--- config.mk ---
export PLATFORM = sky130hd
export DESIGN_NAME = bpmu_top
export DESIGN_NICKNAME = d
export VERILOG_FILES = /design/src/rtl/bpmu_cmp.v /design/src/rtl/bpmu_irq.v /design/src/rtl/bpmu_top.v
export VERILOG_INCLUDE_DIRS = /design/src /design/src/rtl
export SDC_FILE = /design/constraint.sdc
export NUM_CORES = 1
export LEC_CHECK = 0
export BUFFER_PORTS_ARGS = -buffer_cell sky130_fd_sc_hd__buf_4
export CAP_MARGIN = 20
export CORE_MARGIN = 1.5
export CORE_UTILIZATION = 33
export DETAILED_ROUTE_END_ITERATION = 16
export GPL_ROUTABILITY_DRIVEN = 0
export HOLD_SLACK_MARGIN = 0.02
export PLACE_DENSITY_LB_ADDON = 0.15
export SLEW_MARGIN = 10
export SYNTH_ARGS = -nofsm -noshare
export SYNTH_HDL_FRONTEND = slang
export SYNTH_SLANG_ARGS = --single-unit
--- constraint.sdc ---
create_clock -name clk_sys -period 2 [get_ports clk_sys]
set_input_delay 0.4 -clock clk_sys [delete_from_list [all_inputs] [get_ports clk_sys]]
set_output_delay 0.4 -clock clk_sys [all_outputs]
set_load 0.01 [all_outputs]
--- src/rtl/bpmu_consts.vh ---
// constants for the breakpoint match unit: offsets, fields, resets
// assumes a 32-bit register port with word-aligned byte offsets
`ifndef BPMU_CONSTS_VH
`define BPMU_CONSTS_VH

// register byte offsets
`define BPMU_OFS_ADDR0    8'h00
`define BPMU_OFS_ADDR1    8'h04
`define BPMU_OFS_ADDR2    8'h08
`define BPMU_OFS_ADDR3    8'h0C
`define BPMU_OFS_STATUS   8'h18
`define BPMU_OFS_CTRL     8'h1C
`define BPMU_OFS_IRQ_STAT 8'h20
`define BPMU_OFS_IRQ_EN   8'h24
`define BPMU_OFS_IRQ_CLR  8'h28

// control register fields
`define BPMU_CTL_LOC_EN0  0
`define BPMU_CTL_GLB_EN0  1
`define BPMU_CTL_PTASK    8
`define BPMU_CTL_PERSIST  9
`define BPMU_CTL_GUARD    13
`define BPMU_CTL_USAGE0   16
`define BPMU_CTL_SIZE0    18
`define BPMU_CTL_MASK     32'hFFFF_23FF
`define BPMU_CTL_RESET    32'h0000_0000

// status register fields
`define BPMU_STS_GUARD    13
`define BPMU_STS_MASK     32'h0000_200F
`define BPMU_STS_RESET    32'h0000_0000

// encodings
`define BPMU_USE_EXEC     2'h0
`define BPMU_USE_WRITE    2'h1
`define BPMU_USE_RDWR     2'h3
`define BPMU_SIZE_BYTE    2'h0
`define BPMU_SIZE_WORD    2'h1
`define BPMU_SIZE_DWORD   2'h3

// interrupt event bits
`define BPMU_EV_FAULT     0
`define BPMU_EV_TRAP      1
`define BPMU_EV_GUARD     2
`define BPMU_EV_NUM       3

`endif

--- src/rtl/bpmu_cmp.v ---
// one breakpoint comparator: aligned region against one access
// assumes an access never crosses a dword boundary
`timescale 1ns/1ps
`default_nettype none
`include "bpmu_consts.vh"
module bpmu_cmp (
   input  wire [31:0] bp_addr,   // breakpoint linear address
   input  wire [1:0]  bp_size,   // region size code
   input  wire [31:0] acc_addr,  // access linear address
   input  wire [1:0]  acc_len,   // access length code, same codes
   output wire        hit        // region and access overlap
);
   // byte lanes touched inside the dword
   function [3:0] lanes;
      input [1:0] a;
      input [1:0] len;
      reg   [3:0] m;
      begin
         case (len)
            `BPMU_SIZE_BYTE:  m = 4'h1;
            `BPMU_SIZE_WORD:  m = 4'h3;
            `BPMU_SIZE_DWORD: m = 4'hF;
            default:          m = 4'h0;
         endcase
         lanes = m << a;
      end
   endfunction

   wire [3:0] bp_lanes;  // low bits ignored by size force alignment
   wire [3:0] acc_lanes; // lanes of the access itself
   wire [1:0] bp_base;   // aligned start of the watched region

   assign bp_base   = (bp_size == `BPMU_SIZE_DWORD) ? 2'h0 :
                      (bp_size == `BPMU_SIZE_WORD) ?
                      {bp_addr[1], 1'b0} : bp_addr[1:0];
   assign bp_lanes  = lanes(bp_base, bp_size);
   assign acc_lanes = lanes(acc_addr[1:0], acc_len);
   // overlap of lanes gives exact matching
   assign hit = (bp_addr[31:2] == acc_addr[31:2]) &&
                ((bp_lanes & acc_lanes) != 4'h0);
endmodule
`default_nettype wire

--- src/rtl/bpmu_irq.v ---
// sticky event flags, enable mask, write-one clear, level output
// assumes events and clears are pulses on the same clock
`timescale 1ns/1ps
`default_nettype none
module bpmu_irq #(
   parameter W = 3                  // number of events
) (
   input  wire         clk_sys,     // core clock
   input  wire         arst_n,      // asynchronous reset, low
   input  wire [W-1:0] ev,          // event pulses
   input  wire         en_we,       // enable register write
   input  wire [W-1:0] en_wdata,    // new enable mask
   input  wire         clr_we,      // clear register write
   input  wire [W-1:0] clr_wdata,   // ones clear flags
   output reg  [W-1:0] stat_q,      // sticky flags
   output reg  [W-1:0] en_q,        // enable mask
   output reg          irq_q        // level interrupt
);
   reg [W-1:0] stat_d; // next flags

   // set wins over a clear in the same cycle
   always @* begin
      stat_d = stat_q;
      if (clr_we) begin
         stat_d = stat_d & ~clr_wdata;
      end
      stat_d = stat_d | ev;
   end

   // flags, mask and the registered output
   always @(posedge clk_sys or negedge arst_n) begin
      if (!arst_n) begin
         stat_q <= {W{1'b0}};
         en_q   <= {W{1'b0}};
         irq_q  <= 1'b0;
      end else begin
         stat_q <= stat_d;
         if (en_we) begin
            en_q <= en_wdata;
         end
         irq_q <= |(stat_d & (en_we ? en_wdata : en_q));
      end
   end
endmodule
`default_nettype wire

--- src/rtl/bpmu_top.v ---
// breakpoint match unit: four address breakpoints, control, status
// assumes the core presents fetch and data accesses on clk_sys and
// pulses instr_done when an instruction with its operands retires
`timescale 1ns/1ps
`default_nettype none
`include "bpmu_consts.vh"
module bpmu_top #(
   parameter NBP = 4                     // number of breakpoints
) (
   input  wire        clk_sys,           // core clock, 100 MHz
   input  wire        arst_n,            // asynchronous reset, low
   // register port
   input  wire [7:0]  reg_addr,          // byte offset
   input  wire [31:0] reg_wdata,         // write data
   input  wire        reg_wr,            // write strobe
   input  wire        reg_rd,            // read strobe
   output reg  [31:0] reg_rdata_q,       // read data, next cycle
   // privilege of the requesting code
   input  wire        cpu_real_mode,     // core in real mode
   input  wire [1:0]  cpu_cpl,           // current privilege level
   // core activity
   input  wire        ifetch_vld,        // instruction about to run
   input  wire [31:0] ifetch_addr,       // its first byte, linear
   input  wire        dacc_vld,          // operand transfer done
   input  wire [31:0] dacc_addr,         // operand linear address
   input  wire [1:0]  dacc_len,          // operand length code
   input  wire        dacc_wr,           // transfer is a write
   input  wire        instr_done,        // instruction completed
   input  wire        task_switch,       // task switch pulse
   // results
   output reg         dbg_fault_q,       // exception 1 fault pulse
   output reg         dbg_trap_q,        // exception 1 trap pulse
   output reg         guard_fault_q,     // guard-refused access pulse
   output reg         exact_hold_q,      // serialise operands level
   output reg         reg_refused_q,     // access refused, one-cycle pulse
   output wire        irq                // interrupt level, from flop
);

   // software-visible state
   reg [31:0] bp_addr_reg_q [0:NBP-1];   // breakpoint addresses
   reg [31:0] ctrl_q;                    // breakpoint_control
   reg [31:0] ctrl_d;                    // its next value
   reg [31:0] status_q;                  // breakpoint_status
   reg [31:0] status_d;                  // its next value

   // held data hits waiting for the instruction to finish
   reg [NBP-1:0] pend_q;                 // pending data hits
   reg [NBP-1:0] pend_d;                 // next pending set

   // per-breakpoint decoded controls
   wire [NBP-1:0] bp_armed;              // global or local enable
   wire [NBP-1:0] exec_hit;              // execute breakpoint hits
   wire [NBP-1:0] data_hit;              // data breakpoint hits
   wire [NBP-1:0] data_kind;             // armed as a data watch

   // register port decode
   wire allowed;      // privilege allows access
   wire guard_on;     // access trap bit set
   wire reg_acc;      // any strobe
   wire reg_ok;       // strobe that is carried out
   wire wr_ok;        // accepted write
   wire rd_ok;        // accepted read
   wire refuse;       // strobe refused
   wire ev_fault;     // fault event this cycle
   wire ev_trap;      // trap event this cycle
   wire [`BPMU_EV_NUM-1:0] irq_stat;     // sticky interrupt flags
   wire [`BPMU_EV_NUM-1:0] irq_en;       // interrupt enables

   // privilege check then guard bit; guard beats level 0 too
   assign guard_on = ctrl_q[`BPMU_CTL_GUARD];
   assign allowed  = cpu_real_mode || (cpu_cpl == 2'h0);
   assign reg_acc  = reg_wr || reg_rd;
   assign reg_ok   = reg_acc && allowed && !guard_on;
   assign refuse   = reg_acc && !reg_ok;
   assign wr_ok    = reg_wr && reg_ok;
   assign rd_ok    = reg_rd && reg_ok;

   // one comparator pair per breakpoint
   genvar gi;
   generate
      for (gi = 0; gi < NBP; gi = gi + 1) begin : g_bp
         wire [1:0] use_f;   // usage field
         wire [1:0] size_f;  // size field
         wire       f_hit;   // fetch address match
         wire       d_hit;   // operand address match
         wire       wr_ok_f; // usage accepts this direction
         assign use_f  = ctrl_q[`BPMU_CTL_USAGE0 + 4*gi +: 2];
         assign size_f = ctrl_q[`BPMU_CTL_SIZE0 + 4*gi +: 2];
         // either enable arms it; reset clears both
         assign bp_armed[gi] = ctrl_q[`BPMU_CTL_LOC_EN0 + 2*gi] ||
                               ctrl_q[`BPMU_CTL_GLB_EN0 + 2*gi];
         // instruction fetch compared as a single byte
         bpmu_cmp u_fcmp (
            .bp_addr  (bp_addr_reg_q[gi]),
            .bp_size  (size_f),
            .acc_addr (ifetch_addr),
            .acc_len  (`BPMU_SIZE_BYTE),
            .hit      (f_hit)
         );
         // operand compared over its full length
         bpmu_cmp u_dcmp (
            .bp_addr  (bp_addr_reg_q[gi]),
            .bp_size  (size_f),
            .acc_addr (dacc_addr),
            .acc_len  (dacc_len),
            .hit      (d_hit)
         );
         // usage 01 watches writes, 11 both, 10 never
         assign wr_ok_f = (use_f == `BPMU_USE_RDWR) ||
                          ((use_f == `BPMU_USE_WRITE) && dacc_wr);
         // usage 00 with any size code except 10 matches the fetch byte
         assign exec_hit[gi] = ifetch_vld && bp_armed[gi] &&
                               (use_f == `BPMU_USE_EXEC) &&
                               (size_f != 2'h2) && f_hit;
         assign data_hit[gi] = dacc_vld && bp_armed[gi] &&
                               wr_ok_f && (size_f != 2'h2) && d_hit;
         assign data_kind[gi] = bp_armed[gi] &&
                                ((use_f == `BPMU_USE_WRITE) ||
                                 (use_f == `BPMU_USE_RDWR));
      end
   endgenerate

   // execute hits raise the fault at once, exact bits ignored
   assign ev_fault = |exec_hit;
   // held data hits are reported when the instruction retires
   assign ev_trap  = instr_done && (|pend_d);

   // pending data hits accumulate over the instruction
   always @* begin
      pend_d = pend_q | data_hit;
   end

   // control register next value
   always @* begin
      ctrl_d = ctrl_q;
      if (wr_ok && (reg_addr == `BPMU_OFS_CTRL)) begin
         ctrl_d = reg_wdata & `BPMU_CTL_MASK;
      end
      // task switch drops only the per-task exact bit
      if (task_switch) begin
         ctrl_d[`BPMU_CTL_PTASK] = 1'b0;
      end
      // persistent exact bit is left alone
      // a refused access disarms the guard so the handler can get in
      if (refuse && guard_on) begin
         ctrl_d[`BPMU_CTL_GUARD] = 1'b0;
      end
   end

   // status register: software writes, hardware sets win
   always @* begin
      status_d = status_q;
      if (wr_ok && (reg_addr == `BPMU_OFS_STATUS)) begin
         status_d = reg_wdata & `BPMU_STS_MASK;
      end
      // one flag per breakpoint cause
      if (ev_fault) begin
         status_d[NBP-1:0] = status_d[NBP-1:0] | exec_hit;
      end
      if (ev_trap) begin
         status_d[NBP-1:0] = status_d[NBP-1:0] | pend_d;
      end
      if (refuse && guard_on) begin
         status_d[`BPMU_STS_GUARD] = 1'b1;
      end
   end

   // breakpoint address registers
   integer k;
   always @(posedge clk_sys or negedge arst_n) begin
      if (!arst_n) begin
         for (k = 0; k < NBP; k = k + 1) begin
            bp_addr_reg_q[k] <= 32'h0000_0000;
         end
      end else if (wr_ok && (reg_addr[7:4] == 4'h0) &&
                   (reg_addr[1:0] == 2'h0)) begin
         // offsets 00..0C map to index by bits 3:2; odd ones unmapped
         bp_addr_reg_q[reg_addr[3:2]] <= reg_wdata;
      end
   end

   // control, status, pending hits
   always @(posedge clk_sys or negedge arst_n) begin
      if (!arst_n) begin
         ctrl_q   <= `BPMU_CTL_RESET;
         status_q <= `BPMU_STS_RESET;
         pend_q   <= {NBP{1'b0}};
      end else begin
         ctrl_q   <= ctrl_d;
         status_q <= status_d;
         // retire empties the held set; a hit at retire is in it
         if (instr_done) begin
            pend_q <= {NBP{1'b0}};
         end else begin
            pend_q <= pend_d;
         end
      end
   end

   // event outputs from flops; all but exact_hold_q are one-cycle pulses
   always @(posedge clk_sys or negedge arst_n) begin
      if (!arst_n) begin
         dbg_fault_q   <= 1'b0;
         dbg_trap_q    <= 1'b0;
         guard_fault_q <= 1'b0;
         reg_refused_q <= 1'b0;
         exact_hold_q  <= 1'b0;
      end else begin
         dbg_fault_q   <= ev_fault;
         dbg_trap_q    <= ev_trap;
         guard_fault_q <= refuse && guard_on;
         reg_refused_q <= refuse;
         // any armed data watch asks the core to finish operands
         // before starting the next instruction; costs speed only
         // while data watches are armed
         exact_hold_q  <= |data_kind;
      end
   end

   // read mux; refused or unmapped reads return zero
   reg [31:0] rd_mux; // selected read value
   always @* begin
      rd_mux = 32'h0000_0000;
      case (reg_addr)
         `BPMU_OFS_ADDR0:    rd_mux = bp_addr_reg_q[0];
         `BPMU_OFS_ADDR1:    rd_mux = bp_addr_reg_q[1];
         `BPMU_OFS_ADDR2:    rd_mux = bp_addr_reg_q[2];
         `BPMU_OFS_ADDR3:    rd_mux = bp_addr_reg_q[3];
         `BPMU_OFS_STATUS:   rd_mux = status_q;
         `BPMU_OFS_CTRL:     rd_mux = ctrl_q;
         `BPMU_OFS_IRQ_STAT: rd_mux = {29'h0, irq_stat};
         `BPMU_OFS_IRQ_EN:   rd_mux = {29'h0, irq_en};
         default:            rd_mux = 32'h0000_0000;
      endcase
   end

   // read data stands only in the cycle after the strobe
   always @(posedge clk_sys or negedge arst_n) begin
      if (!arst_n) begin
         reg_rdata_q <= 32'h0000_0000;
      end else if (rd_ok) begin
         reg_rdata_q <= rd_mux;
      end else begin
         reg_rdata_q <= 32'h0000_0000;
      end
   end

   // interrupt flags: fault, trap, guard refusal
   bpmu_irq #(
      .W (`BPMU_EV_NUM)
   ) u_irq (
      .clk_sys   (clk_sys),
      .arst_n    (arst_n),
      .ev        ({refuse && guard_on, ev_trap, ev_fault}),
      .en_we     (wr_ok && (reg_addr == `BPMU_OFS_IRQ_EN)),
      .en_wdata  (reg_wdata[`BPMU_EV_NUM-1:0]),
      .clr_we    (wr_ok && (reg_addr == `BPMU_OFS_IRQ_CLR)),
      .clr_wdata (reg_wdata[`BPMU_EV_NUM-1:0]),
      .stat_q    (irq_stat),
      .en_q      (irq_en),
      .irq_q     (irq)
   );
endmodule
`default_nettype wire

==> impl_metrics.csv <==
group,metric,value,unit
global_route,grtUsageMet3,4.81,%
layout,antennaDiodeCount,0,
power,power_density,629,mW/mm^2
global_route,grt_usage,27.8,%
synth,syn_avg_cell_area,11.1,sq um
power,ir_drop,0.534,mV
worst_setup_path,path_class,"register to register",
layout,nets,1676,
timing,fin_skew,0.0128,ns
synth,synth_flop_cell,"dfrtp_1",
worst_setup_path,required,2.47,ns
global_route,grt-ovfl-total,0,
place,dpl_cell_area,0.0168,sq mm
synth,async_reset_ff_share,100,%
synth,synth_cells,1117,
clock_network,clock_sink_count,208,
routing,ant_nets,0,
layout,final_cell_mix,"buf_4, dfrtp_1, xnor2_1",
floorplan,die_y,196,microns
synth,synth.largest_area_cell,"dfrtp_1",
outcome,violations,"setup timing",
clock_network,worstSkewPairLatency,0.54,ns
synth,synth_seq_cells,208,
clock_network,path_clk_slew,0.06,ns
routing,firstDrtPassIters,6,
clock_network,root_buffer,"clkbuf_16",
timing,period_needed,2.17,ns
worst_hold_path,hold_class,"input pin to register",
timing,fmaxAchievable,461,MHz
power,power,0.0114,W
clock_network,tritoncts,"done",
outcome,run_status,"finished with violations",
global_route,antenna_found_initial,0,
worst_setup_path,start_kind,"register",
layout,area_delta_synth_final,46.9,%
routing,wirelength,53700,microns
routing,post_drt_wl_per_cell,26.3,microns
synth,synth_edf_count,0,
clock_network,numCtsBuffers,26,
global_route,grt_pass1_wl,77800,microns
timing,rsz0062_at_grt,"true",
clock_network,clock_path_buffers,3,
routing,drc,0,
routing,viasPerCell,5.37,
worst_setup_path,crit_path_end_kind,"register",
global_route,grt_start_max_net_pins,56,
layout,stdcell_area,0.0181,sq mm
global_route,grt_pass1_vias,11400,
floorplan,core,0.0367,sq mm
synth,synthTopCellsByArea,"dfrtp_1, xnor2_1, mux2_1",
floorplan,die_area,0.0386,sq mm
timing,finalMaxSlewViolations,0,
global_route,busiest_layer,"met2",
layout,layout_commonest_cell,"buf_4",
routing,vias,11000,
routing,first_iter_violations,1035,
synth,synthesis.nets,1235,
synth,netlist_area,0.0124,sq mm
place,dp_hpwl,42000,microns
timing,setup_ws,-0.167,ns
clock_network,htree_levels,1,
floorplan,pin_count,156,
place,io_buffer_count,155,
timing,fin_crit_sh,108,%
worst_setup_path,path_max_fanout,6,
timing,slew_headroom,49.1,%
synth,yosysWarnings,0,
floorplan,dieWidth,196,microns
floorplan,initial_core_util,33.7,%
timing,hold_viol_final,0,
layout,drive_gt1_share,46.3,%
floorplan,rows,70,
synth,yosysSeqAreaShare,42.1,%
synth,synth.top_cell.area_share,42.1,%
timing,worst_pin_slew,0.760,ns
timing,setup_viol,7,
synth,ys_types,58,
global_route,grt_util_met1,38.0,%
worst_setup_path,cp.arrival,2.64,ns
power,p_leak,8.46,nW
place,place_ws,-0.580,ns
timing,hold_slack,0.0859,ns
run,drv_cap,0,
global_route,grt.met2_usage,44.0,%
[what timing repair did]
action | CTS | global route
pin swaps | 13 | 23
cloned | 0 | 0
hold buffers | 2 | 0
resized for setup | 24 | 47
setup endpoints to repair | 11 | 11
hold endpoints to repair | 47 | 0
buffers inserted | 1 | 3
[final timing paths]
path / cells past startpoint / slack, ns / start / end
max in group asynchronous: 3 / 0.95 / arst_n / bp_addr_reg_q[123]
min in group asynchronous: 2 / 0.40 / arst_n / bp_addr_reg_q[9]
max reg2reg: 7 / -0.17 / bp_addr_reg_q[1] / u_irq.irq_q
min reg2reg: 1 / 0.49 / ctrl_q[9] / ctrl_q[9]
min: 2 / 0.09 / instr_done / pend_q[1]
max: 7 / -0.17 / bp_addr_reg_q[1] / u_irq.irq_q
[worst max-delay path, stage by stage, from the launching register on]
cell and delay, ns:
dfrtp_1 0.48, xor2_1 0.24, a2111oi_0 0.61, buf_4 0.21
nand4_1 0.14, nand4_1 0.19, o21a_1 0.13, a311o_1 0.11
[registers in the layout, summed over array words and instances, names as in the netlist]
name and cells:
bp_addr_reg_q 128, u_irq.en_q 3, ctrl_q 27, status_q 5, guard_fault_q 1, u_irq.stat_q 3
dbg_fault_q 1, exact_hold_q 1, pend_q 4, u_irq.irq_q 1, reg_refused_q 1, reg_rdata_q 32
dbg_trap_q 1
[area by class of cell]
cell class / instances / area [sq um]
multi-input cells: 819 / 7440
flip-flops and latches: 208 / 5210
clock buffers: 37 / 773
clock inverters: 5 / 100
repair buffers: 492 / 4000
well taps: 468 / 586
inverters: 11 / 41.3
fillers: 3320 / 18500
[cell usage after synthesis, types with 5 or more instances]
cell type / instances
a21oi_1: 16
a222oi_1: 23
a22oi_1: 7
a31oi_1: 5
a32oi_1: 5
a41oi_1: 7
and2_1: 5
buf_2: 18
buf_4: 6
clkbuf_1: 48
dfrtp_1: 208
inv_1: 11
mux2_1: 61
mux2_2: 59
mux2_4: 31
mux2i_1: 40
nand2_1: 53
nand2b_1: 5
nand3_1: 7
nand4_1: 49
nor2_1: 52
nor2b_1: 6
nor4_1: 29
o2111ai_1: 6
o211ai_1: 6
o21ai_0: 44
o22a_1: 5
xnor2_1: 177
xor2_1: 74
[power by group]
part / internal (W) / switching, W
clock: 0.00303 / 0.00189
combinational: 0.000973 / 0.00104
sequential: 0.00433 / 0.000151
total: 0.00833 / 0.00308
[per-stage QoR]
| stage | std cells | setup TNS, ns | utilization [%] |
|---|---|---|---|
| 6_report | 2040 | -0.528 | 49.5 |
| 5_1_grt | 2040 | -1.32 | 49.5 |
| 4_1_cts | 2037 | -0.396 | 48.5 |
| 3_5_place_dp | 1993 | -48.15 | 45.7 |
| 3_3_place_gp | 1993 | -49.97 | 45.7 |
| 2_1_floorplan | 1117 | -11.48 | - |
[cells by family after synthesis]
kind of cell              Yosys count  share of synthesized area [%]
AOI/OAI and AO/OA                 151                           8.80
buffers and inverters              90                           3.43
and+or+nand+nor                   224                           9.51
DFF                               208                           42.1
xor gates and xnor gates          251                           17.8
muxes                             193                           18.3
[routing by layer]
layer	vias up	part of all wire, %
met3	123	7.0
met5	-	0
met4	0	4.0
li1	4893	-
met2	430	46
met1	5511	43
Note: power is estimated with default switching activity, not from simulation.
